==> src/ppm_pkg.sv <==
// shared constants, mode type and decode function of the pin multiplexer
package ppm_pkg;
  // bus widths
  localparam int ADR_W = 8;
  localparam int DAT_W = 32;
  // port index held in address bits 6:5
  localparam logic [1:0] PORT_1 = 2'h0;
  localparam logic [1:0] PORT_2 = 2'h1;
  localparam logic [1:0] PORT_3 = 2'h2;
  // register kind held in address bits 4:2
  localparam logic [2:0] KIND_OUT  = 3'h0;
  localparam logic [2:0] KIND_DIR  = 3'h1;
  localparam logic [2:0] KIND_SEL  = 3'h2;
  localparam logic [2:0] KIND_SEL2 = 3'h3;
  localparam logic [2:0] KIND_IN   = 3'h4;
  localparam logic [2:0] KIND_AE   = 3'h5;
  localparam logic [2:0] KIND_CD   = 3'h6;
  // reset values
  localparam logic [7:0] ZERO_RST   = 8'h00;
  localparam logic [7:0] P2_DIR_RST = 8'h80;
  localparam logic [7:0] P2_SEL_RST = 8'hC0;
  // pins that reach the package balls, per port
  localparam logic [7:0] EXT_MASK1 = 8'hFE;
  localparam logic [7:0] EXT_MASK2 = 8'hC6;
  localparam logic [7:0] EXT_MASK3 = 8'h28;
  // special bit positions
  localparam int XTAL_IN_BIT  = 6;
  localparam int XTAL_OUT_BIT = 7;
  localparam int TEST_BASE    = 4;
  localparam int TEST_DO_BIT  = 7;
  // pin role chosen by the three control bits
  typedef enum logic [2:0] {
    MODE_IO_IN    = 3'b000,
    MODE_IO_OUT   = 3'b001,
    MODE_PERI_IN  = 3'b010,
    MODE_PERI_OUT = 3'b011,
    MODE_CAPS     = 3'b100,
    MODE_MODULE   = 3'b101
  } ppm_mode_type;

  // decode direction, primary and secondary select into a role
  function automatic ppm_mode_type ppm_pin_mode(input logic d,
                                                input logic s,
                                                input logic s2);
    ppm_mode_type m;
    m = MODE_IO_IN;
    unique case ({s2, s})
      2'b00: m = d ? MODE_IO_OUT : MODE_IO_IN;
      2'b01: m = d ? MODE_PERI_OUT : MODE_PERI_IN;
      2'b10: m = MODE_CAPS;
      2'b11: m = MODE_MODULE;
    endcase
    return m;
  endfunction : ppm_pin_mode
endpackage : ppm_pkg

==> src/ppm_pin_mux.sv <==
// pin function multiplexer for three 8-bit ports with a wishbone slave
`timescale 1ns/10ps
`default_nettype none
module ppm_pin_mux (
  // clock and reset
  input  wire  logic                       clk,
  input  wire  logic                       sys_rst,
  // wishbone slave
  input  wire  logic                       wb_cyc_i,
  input  wire  logic                       wb_stb_i,
  input  wire  logic                       wb_we_i,
  input  wire  logic [ppm_pkg::ADR_W-1:0]  wb_adr_i,
  input  wire  logic [3:0]                 wb_sel_i,
  input  wire  logic [ppm_pkg::DAT_W-1:0]  wb_dat_i,
  output logic       [ppm_pkg::DAT_W-1:0]  wb_dat_o,
  output logic                             wb_ack_o,
  // pad levels, per port
  input  wire  logic [7:0]                 pin1In,
  input  wire  logic [7:0]                 pin2In,
  input  wire  logic [7:0]                 pin3In,
  output logic       [7:0]                 pin1Out,
  output logic       [7:0]                 pin1Oe,
  output logic       [7:0]                 pin2Out,
  output logic       [7:0]                 pin2Oe,
  output logic       [7:0]                 pin3Out,
  output logic       [7:0]                 pin3Oe,
  // peripheral sources
  input  wire  logic [2:0]                 timer0Out,
  input  wire  logic [2:0]                 timer1Out,
  input  wire  logic                       subSystemClock,
  input  wire  logic                       conversionClock,
  input  wire  logic                       comparatorResult,
  input  wire  logic                       crystalOutDrive,
  input  wire  logic [7:0]                 serialOut,
  input  wire  logic [7:0]                 serialOe,
  input  wire  logic                       jtagMode,
  input  wire  logic                       testDataOut,
  input  wire  logic                       testDataOutEn,
  // peripheral sinks
  output logic       [1:0]                 timer0Capture,
  output logic       [1:0]                 timer1Capture,
  output logic                             crystalIn,
  output logic       [7:0]                 serialIn,
  output logic                             testClock,
  output logic                             testModeSelect,
  output logic                             testDataIn,
  output logic       [7:0]                 analogConnect,
  output logic       [7:0]                 comparatorConnect,
  output logic       [7:0]                 capSense1,
  output logic       [7:0]                 capSense2,
  output logic       [7:0]                 capSense3,
  // power core control lines
  output logic                             leftBridgeCtrl1,
  output logic                             leftBridgeCtrl2,
  output logic                             rightBridgeCtrl1,
  output logic                             rightBridgeCtrl2,
  output logic                             powerDownRequest,
  output logic                             chargerEnableLine,
  output logic                             boostEnableLine
);
  import ppm_pkg::*;

  // software control registers, index 0..2 for ports 1..3
  logic [2:0][7:0] outR;       // output latch
  logic [2:0][7:0] dirR;       // direction
  logic [2:0][7:0] selR;       // primary select
  logic [2:0][7:0] sel2R;      // secondary select
  logic      [7:0] aeR;        // analog channel enable, port 1 only
  logic      [7:0] cdR;        // comparator input disable, port 1 only
  // mux results
  logic [2:0][7:0] next_pinOut;
  logic [2:0][7:0] next_pinOe;
  logic [2:0][7:0] next_caps;
  logic [2:0][7:0] intVal;     // value a pin would put on its line
  logic [2:0][7:0] periIn;     // pin routed to a peripheral input
  logic [2:0][7:0] pinOutR;
  logic [2:0][7:0] pinOeR;
  logic [2:0][7:0] capsR;
  logic [2:0][7:0] pinIn;      // pad levels gathered
  // bus decode
  logic       access;          // new request this cycle
  logic [1:0] adrPort;
  logic [2:0] adrKind;
  logic       mapped;
  logic [7:0] next_rdata;

  assign pinIn   = {pin3In, pin2In, pin1In};
  assign adrPort = wb_adr_i[6:5];
  assign adrKind = wb_adr_i[4:2];
  assign access  = wb_cyc_i && wb_stb_i && !wb_ack_o;

  // ext pin mask for a port
  function automatic logic [7:0] ext_mask(input int p);
    logic [7:0] m;
    m = EXT_MASK3;
    if (p == 0) m = EXT_MASK1;
    else if (p == 1) m = EXT_MASK2;
    return m;
  endfunction : ext_mask

  // peripheral output bound to a pin, zero where none exists
  function automatic logic periph_out(input int p, input int x);
    logic v;
    v = 1'b0;
    if (p == 0) begin
      case (x)
        1, 5: v = timer0Out[0];
        2, 6: v = timer0Out[1];
        3: v = conversionClock;
        4: v = subSystemClock;
        7: v = comparatorResult;
        default: v = 1'b0;
      endcase
    end else if (p == 1) begin
      case (x)
        0, 3: v = timer1Out[0];
        4, 5: v = timer1Out[2];
        1, 2: v = timer1Out[1];
        XTAL_IN_BIT: v = timer0Out[1];
        XTAL_OUT_BIT: v = crystalOutDrive;
        default: v = 1'b0;
      endcase
    end else begin
      case (x)
        0, 5: v = timer0Out[2];
        1, 2, 3: v = timer1Out[2];
        default: v = 1'b0;
      endcase
    end
    return v;
  endfunction : periph_out

  // per-pin role decode and routing
  always_comb begin
    ppm_mode_type md;
    md = MODE_IO_IN;
    next_pinOut = '0;
    next_pinOe  = '0;
    next_caps   = '0;
    intVal      = '0;
    periIn      = '0;
    for (int p = 0; p < 3; p++) begin
      for (int x = 0; x < 8; x++) begin
        md = ppm_pin_mode(dirR[p][x], selR[p][x], sel2R[p][x]);
        unique case (md)
          // plain output drives the latch
          MODE_IO_OUT: begin
            intVal[p][x] = outR[p][x];
            next_pinOut[p][x] = outR[p][x];
            next_pinOe[p][x] = 1'b1;
          end
          // peripheral output, direction 1 and select 1
          MODE_PERI_OUT: begin
            intVal[p][x] = periph_out(p, x);
            next_pinOut[p][x] = periph_out(p, x);
            next_pinOe[p][x] = 1'b1;
          end
          // peripheral input, direction 0 and select 1
          MODE_PERI_IN: periIn[p][x] = 1'b1;
          // oscillator mode, direction ignored
          MODE_CAPS: next_caps[p][x] = 1'b1;
          // serial module owns the driver on port 1
          MODE_MODULE: begin
            if (p == 0) begin
              next_pinOut[p][x] = serialOut[x];
              next_pinOe[p][x] = serialOe[x];
            end
          end
          default: ;
        endcase
      end
      // internal-only and absent pins never reach a pad
      next_pinOe[p] = next_pinOe[p] & ext_mask(p);
      next_caps[p] = next_caps[p] & ext_mask(p);
    end
    // analog hookups turn off the port 1 drivers and sensing of every pin role, except the test data out driver on bit 7 in test mode
    next_pinOe[0] = next_pinOe[0] & ~(aeR | cdR);
    next_caps[0]  = next_caps[0] & ~(aeR | cdR);
    // test mode takes the upper four port 1 pins
    if (jtagMode) begin
      for (int x = TEST_BASE; x < 8; x++) begin
        next_pinOe[0][x] = 1'b0;
      end
      next_pinOe[0][TEST_DO_BIT] = testDataOutEn;
      next_pinOut[0][TEST_DO_BIT] = testDataOut;
    end
  end

  // write strobe for the low byte lane
  logic wrLow;
  assign wrLow = access && wb_we_i && wb_sel_i[0];

  // latch, direction and select registers
  always_ff @(posedge clk or posedge sys_rst) begin
    if (sys_rst) begin
      outR  <= {ZERO_RST, ZERO_RST, ZERO_RST};
      dirR  <= {ZERO_RST, P2_DIR_RST, ZERO_RST};
      selR  <= {ZERO_RST, P2_SEL_RST, ZERO_RST};
      sel2R <= {ZERO_RST, ZERO_RST, ZERO_RST};
    end else if (wrLow && adrPort != 2'h3) begin
      // port 4 slot is unmapped, writes there are dropped
      case (adrKind)
        KIND_OUT:  outR[adrPort]  <= wb_dat_i[7:0];
        KIND_DIR:  dirR[adrPort]  <= wb_dat_i[7:0];
        KIND_SEL:  selR[adrPort]  <= wb_dat_i[7:0];
        KIND_SEL2: sel2R[adrPort] <= wb_dat_i[7:0];
        default: ;
      endcase
    end
  end

  // analog enables live on port 1 only
  always_ff @(posedge clk or posedge sys_rst) begin
    if (sys_rst) begin
      aeR <= ZERO_RST;
      cdR <= ZERO_RST;
    end else if (wrLow && adrPort == PORT_1) begin
      if (adrKind == KIND_AE) aeR <= wb_dat_i[7:0];
      if (adrKind == KIND_CD) cdR <= wb_dat_i[7:0];
    end
  end

  // read mux, unmapped reads give zero
  always_comb begin
    mapped = (adrPort != 2'h3) && (adrKind <= KIND_IN);
    if (adrPort == PORT_1 && (adrKind == KIND_AE || adrKind == KIND_CD))
      mapped = 1'b1;
    next_rdata = 8'h00;
    if (mapped) begin
      case (adrKind)
        KIND_OUT:  next_rdata = outR[adrPort];
        KIND_DIR:  next_rdata = dirR[adrPort];
        KIND_SEL:  next_rdata = selR[adrPort];
        KIND_SEL2: next_rdata = sel2R[adrPort];
        KIND_IN:   next_rdata = pinIn[adrPort];
        KIND_AE:   next_rdata = aeR;
        KIND_CD:   next_rdata = cdR;
        default:   next_rdata = 8'h00;
      endcase
    end
  end

  // bus answer, one ack per request, registered one cycle after the strobe
  always_ff @(posedge clk or posedge sys_rst) begin
    if (sys_rst) begin
      wb_ack_o <= 1'b0;
      wb_dat_o <= 32'h0000_0000;
    end else begin
      wb_ack_o <= access;
      if (access) wb_dat_o <= {24'h00_0000, next_rdata};
    end
  end

  // registered pad drive
  always_ff @(posedge clk or posedge sys_rst) begin
    if (sys_rst) begin
      pinOutR <= '0;
      pinOeR  <= '0;
      capsR   <= '0;
    end else begin
      pinOutR <= next_pinOut;
      pinOeR  <= next_pinOe;
      capsR   <= next_caps;
    end
  end

  assign pin1Out   = pinOutR[0];
  assign pin2Out   = pinOutR[1];
  assign pin3Out   = pinOutR[2];
  assign pin1Oe    = pinOeR[0];
  assign pin2Oe    = pinOeR[1];
  assign pin3Oe    = pinOeR[2];
  assign capSense1 = capsR[0];
  assign capSense2 = capsR[1];
  assign capSense3 = capsR[2];

  // internal power core lines, idle low when not driven
  always_ff @(posedge clk or posedge sys_rst) begin
    if (sys_rst) begin
      leftBridgeCtrl1   <= 1'b0;
      leftBridgeCtrl2   <= 1'b0;
      rightBridgeCtrl1  <= 1'b0;
      rightBridgeCtrl2  <= 1'b0;
      powerDownRequest  <= 1'b0;
      chargerEnableLine <= 1'b0;
      boostEnableLine   <= 1'b0;
    end else begin
      leftBridgeCtrl1   <= intVal[1][0];
      leftBridgeCtrl2   <= intVal[1][3];
      rightBridgeCtrl1  <= intVal[1][4];
      rightBridgeCtrl2  <= intVal[1][5];
      powerDownRequest  <= intVal[2][0];
      chargerEnableLine <= intVal[2][1];
      boostEnableLine   <= intVal[2][2];
    end
  end

  // peripheral inputs taken from the pads, analog and comparator connections from the enable registers
  always_ff @(posedge clk or posedge sys_rst) begin
    if (sys_rst) begin
      timer0Capture     <= 2'h0;
      timer1Capture     <= 2'h0;
      crystalIn         <= 1'b0;
      serialIn          <= 8'h00;
      testClock         <= 1'b0;
      testModeSelect    <= 1'b0;
      testDataIn        <= 1'b0;
      analogConnect     <= 8'h00;
      comparatorConnect <= 8'h00;
    end else begin
      timer0Capture <= periIn[0][2:1] & pin1In[2:1];
      timer1Capture <= periIn[1][2:1] & pin2In[2:1];
      crystalIn <= periIn[1][XTAL_IN_BIT] & pin2In[XTAL_IN_BIT];
      serialIn <= pin1In;
      testClock      <= jtagMode & pin1In[TEST_BASE];
      testModeSelect <= jtagMode & pin1In[TEST_BASE + 1];
      testDataIn     <= jtagMode & pin1In[TEST_BASE + 2];
      analogConnect     <= aeR;
      comparatorConnect <= cdR & ~aeR;
    end
  end

  // checks on the routing
  a_left_bridge_io: assert property (@(posedge clk) disable iff (sys_rst)
    (dirR[1][0] && !selR[1][0] && !sel2R[1][0])
    |=> leftBridgeCtrl1 == $past(outR[1][0]))
    else $error("left bridge line 1 not following latch");
  a_sleep_timer: assert property (@(posedge clk) disable iff (sys_rst)
    (dirR[2][0] && selR[2][0] && !sel2R[2][0])
    |=> powerDownRequest == $past(timer0Out[2]))
    else $error("power-down line not on timer0 out2");
  a_boost_line: assert property (@(posedge clk) disable iff (sys_rst)
    (!dirR[2][2] && !sel2R[2][2]) |=> !boostEnableLine)
    else $error("boost line driven while input");
  a_analog_oe_off: assert property (@(posedge clk) disable iff (sys_rst)
    (aeR[3] || cdR[3]) |=> !pin1Oe[3])
    else $error("pad driven while analog hooked up");
  a_caps_mode: assert property (@(posedge clk) disable iff (sys_rst)
    (!selR[1][6] && sel2R[1][6]) |=> (capSense2[6] && !pin2Oe[6]))
    else $error("capacitive sensing not entered");
  a_serial_oe: assert property (@(posedge clk) disable iff (sys_rst)
    (selR[0][2] && sel2R[0][2] && !jtagMode && !aeR[2] && !cdR[2])
    |=> pin1Oe[2] == $past(serialOe[2]))
    else $error("serial module not owning direction");
  a_capture_t1: assert property (@(posedge clk) disable iff (sys_rst)
    (!dirR[1][1] && selR[1][1] && !sel2R[1][1])
    |=> timer1Capture[0] == $past(pin2In[1]))
    else $error("timer1 capture not routed");
  a_p33_timer: assert property (@(posedge clk) disable iff (sys_rst)
    (dirR[2][3] && selR[2][3] && !sel2R[2][3])
    |=> (pin3Oe[3] && pin3Out[3] == $past(timer1Out[2])))
    else $error("timer1 out2 missing on port3 bit3");
  a_subclk_out: assert property (@(posedge clk) disable iff (sys_rst)
    (dirR[0][4] && selR[0][4] && !sel2R[0][4] && !jtagMode
     && !aeR[4] && !cdR[4])
    |=> (pin1Oe[4] && pin1Out[4] == $past(subSystemClock)))
    else $error("sub-system clock not on port1 bit4");
  a_test_pins: assert property (@(posedge clk) disable iff (sys_rst)
    jtagMode |=> (!pin1Oe[4] && !pin1Oe[5] && !pin1Oe[6]))
    else $error("test pins still driven");
  a_xtal_reset: assert property (@(posedge clk)
    $fell(sys_rst) |-> (dirR[1][7] && selR[1][7] && !dirR[0][1]))
    else $error("reset pin roles wrong");
endmodule : ppm_pin_mux
`default_nettype wire

==> config.mk <==
export PLATFORM = sky130hd
export DESIGN_NAME = ppm_pin_mux
export DESIGN_NICKNAME = d
export VERILOG_FILES = /design/src/ppm_pkg.sv /design/src/ppm_pin_mux.sv
export SDC_FILE = /design/constraint.sdc
export NUM_CORES = 1
export LEC_CHECK = 0
export ABC_CLOCK_PERIOD_IN_PS = 13730
export BUFFER_PORTS_ARGS = -buffer_cell sky130_fd_sc_hd__buf_4
export CORE_MARGIN = 1.5
export CORE_UTILIZATION = 55
export DETAILED_ROUTE_END_ITERATION = 8
export HOLD_SLACK_MARGIN = 0.06
export PLACE_DENSITY = 0.89
export SYNTH_ARGS = -nofsm -noshare
export SYNTH_HDL_FRONTEND = slang
export SYNTH_SLANG_ARGS = --single-unit
==> constraint.sdc <==
create_clock -name clk -period 13.73 [get_ports clk]
set_clock_uncertainty 0.05 [all_clocks]
set_input_delay 0.6865 -clock clk [delete_from_list [all_inputs] [get_ports clk]]
set_output_delay 0.6865 -clock clk [all_outputs]
set_load 0.01 [all_outputs]
==> run summary <==
FINAL LAYOUT
-----------------------------------------------------------------------------------------------------
Number of standard cells in the final layout excluding fillers                                   1104
Fraction of layout instances using a drive strength above 1                                     0.386
Count of nets after finishing                                                                     971
Utilization of the core after routing                                                           0.676
Antenna Diode Count                                                                                 0
Synthesis-to-finish area growth                                                                 21.1%

GLOBAL ROUTE
-----------------------------------------------------------------------------------------------------
Aggregate global routing overflow                                                                   0
Total track usage                                                                               0.271
Maximum number of pins on one net before global-route repair                                      138
Number of global-route vias before repair                                                        6435
Number of antenna violations at the first check in global routing                                   0
First-pass GRT wire length                                                                   36500 µm

PLACEMENT
-----------------------------------------------------------------------------------------------------
Placed wire-length estimate                                                                  15600 µm
Cell Count Post-Placement                                                                        1066
Worst setup slack before clock tree synthesis                                                10590 ps
Buffers added on ports                                                                            168
Routability congestion estimate                                                                 0.902

SYNTHESIS
-----------------------------------------------------------------------------------------------------
Register area share after synthesis                                                             0.555
Main combinational cell family by area after synthesis                                   multiplexers
Area share of the largest cell type after synthesis                                             0.546
XOR/XNOR Fraction of Synth Area                                                                     0
Fraction of synthesized area in multiplexers                                                    0.207
Library cell occupying the most area in the post-synthesis netlist                            dfrtp_1
Warnings, synthesis                                                                                 0
Complex-gate fraction of the synthesized area                                                  0.0791
Number of enable flip-flop cells after synthesis                                                    0
Leading cell type by number of instances after synthesis                                      dfrtp_1
Post-synthesis share of cell area spent on full adders, half adders and majority gates              0
Post-synthesis share of cell area spent on and, or, nand and nor gates                         0.0968
Synth Flop Type                                                                               dfrtp_1
Mapped Avg Cell Area                                                                         12.8 µm²
Number of flip-flops and latches in the synthesized netlist                                       203
Synth async-reset ratio                                                                          1.00
Number of different library cells in the post-synthesis netlist                                    57
Syn Inst Count                                                                                    717
Commonest cells in the synthesized netlist                                               200 x dfrtp_1, 120 x mux2_2, 53 x buf_4, 53 x mux2i_1, 34 x nor2b_1
Synth top area cells                                                                     dfrtp_1 55%, mux2_2 15%, mux2i_1 5.8%, buf_4 4.3%, nor2b_1 2.3%
Area of the mapped netlist                                                                   9160 µm²

WORST HOLD PATH
-----------------------------------------------------------------------------------------------------
Hold Path End                                                                             serialIn[6]
Worst hold path cell count                                                                          1
Hold WC Path Type                                                                        input port to flip-flop
Hold path start                                                                             pin1In[6]

WORST SETUP PATH
-----------------------------------------------------------------------------------------------------
Required time of the critical path                                                           14060 ps
Length in cells of the worst reg-to-reg path                                                        5
Reg-to-reg critical path startpoint                                                          wb_ack_o
Critical Path Start                                                                       wb_adr_i[6]
Worst reg2reg endpoint                                                                        dirR[7]
Arr. time, crit path                                                                          3020 ps
Critical path fanouts, max                                                                         47
R2r setup slk                                                                                11320 ps
Type of destination of the critical path                                                    flip-flop
Critical path launch point type                                                            input port
CP Class                                                                                 input port to flip-flop

FLOORPLANNING
-----------------------------------------------------------------------------------------------------
Overall die height                                                                             132 µm
Floorplan core area                                                                         16400 µm²
Boundary Pins                                                                                     246
Site Rows                                                                                          47
Die Wd                                                                                         132 µm
Total Die Area                                                                              17400 µm²
Initial standard-cell utilization of the core                                                   0.559

STA
-----------------------------------------------------------------------------------------------------
Share of the clock period used by the worst path after layout                                   0.196
RSZ-0062 raised after global routing                                                            false
Setup slack after layout                                                                     11040 ps
Highest achievable clock rate                                                               0.372 GHz
Sum of negative setup slack                                                                      0 ps
Endpoints failing hold                                                                              0
Slew @ Worst Pin                                                                              1290 ps
Final setup viols                                                                                   0
Max-slew violation count                                                                            0
Worst max-slew margin expressed relative to the limit                                           0.131
Final period demand of the worst path                                                         2690 ps

POWER AND IR DROP
-----------------------------------------------------------------------------------------------------
Power density of the placed cells                                                          124 nW/µm²
VDD IR-drop max                                                                           0.0000866 V
Leakage component of the power                                                                5.54 nW

CLOCKING
-----------------------------------------------------------------------------------------------------
Max Root-Sink Buffers                                                                               3
H-tree levels                                                                                       1
Post-CTS Resized                                                                                    0
# hold bufs at CTS                                                                                  0
Number of post-CTS setup repair buffers                                                             0
TritonCTS clock tree                                                                              yes
Clock insertion delay at the later pin of the skew report                                      510 ps
Library cell used as clock root buffer                                                      clkbuf_16
TritonCTS Sinks                                                                                   203
Clock transition at the registers of the reported paths                                         60 ps
Cts bufs inserted                                                                                  21

OUTCOME
-----------------------------------------------------------------------------------------------------
Outcome                                                                                  complete, no violations

ROUTING
-----------------------------------------------------------------------------------------------------
Routed wire per std cell                                                                      21.6 µm
DRC violation total after the first TritonRoute iteration                                         609
DRT Wirelength                                                                               23800 µm
Via-to-Cell Ratio                                                                                5.94
Count of vias placed by the detailed router                                                      6555
Number of remaining DRC errors                                                                      0
Total iterations of the first detailed-routing run                                                  5
Post-route ant nets                                                                                 0

FLOW RUN
-----------------------------------------------------------------------------------------------------
Max-capacitance violation count                                                                     0

-- flip-flops by register name, indices dropped and copies added, names as in the netlist, 24 cells and up --
signal	cells
outR	24
dirR	24
selR	24
sel2R	24
-- worst max path at each step --
| stage | depth (start not counted) | to | slack [ps] |
|---|---|---|---|
| floorplan | 1 | aeR[0] | 7460 |
| global placement | 6 | selR[16] | 10610 |
| detailed placement | 5 | sel2R[15] | 10590 |
| CTS | 6 | selR[20] | 11110 |
| global route | 6 | selR[21] | 10990 |
| finish | 6 | selR[23] | 11040 |
-- cell families (layout without fill, tap and decap cells) --
| group | after synthesis | in the layout |
|---|---|---|
| other cells | 1 | 46 |
| flops | 203 | 203 |
| mux | 174 | 174 |
| compound gates | 103 | 103 |
| simple gates | 141 | 141 |
| buf+inv | 95 | 217 |
-- cell usage in the layout, fill, tap and decap left out, types with 7 or more instances in the layout --
cell type,synthesis,final
nand2_1,28,28
buf_4,53,172
a32o_1,7,7
nor2_1,11,11
nor3_1,13,13
mux2_2,120,120
a21oi_1,11,11
dfrtp_1,200,200
a31oi_1,13,13
nor4b_1,7,7
mux2i_1,53,53
o21ai_0,23,23
clkbuf_16,0,21
conb_1,1,46
nor2b_1,34,34
nor3b_1,7,7
-- power by group --
part,switching (W),total (W),internal [W]
clock network,0.000236,0.000605,0.000368
logic,0.0000703,0.000125,0.0000547
registers,0.0000196,0.000642,0.000623
-- area by class of cell --
cell class / instances / area [µm²]
fill: 1206 / 5310
sequential: 203 / 5080
multi-input combinational: 464 / 3680
timing repair buffer: 172 / 1290
clock buffer: 26 / 564
tap: 220 / 275
clock inverter: 12 / 168
inverter: 7 / 33.8
-- per-layer routing --
layer  wire length (µm)  GRT usage  up-vias
met5                  0          0        -
met4               1060      0.108        0
met3               2280     0.0638       97
met2              11200      0.431      409
met1               9340      0.362     3236
li1                   -          -     2813
-- stage by stage --
step / total power [W] / hold slack, ps / cell area, µm²
2_1_floorplan: 0.000727 / 340 / 9330
3_3_place_gp: 0.000772 / 384 / 10400
3_5_place_dp: 0.000776 / 395 / 10400
4_1_cts: 0.00138 / 234 / 11100
5_1_grt: 0.00141 / 240 / 11100
6_report: 0.00137 / 246 / 11100
-- critical path, cell delays in order --
cell     delay, ps
buf_4          610
inv_1          200
or3_1          420
nor2_1         170
nand2_1        430
mux2_2         450
Power figures use the tool's default switching activity.
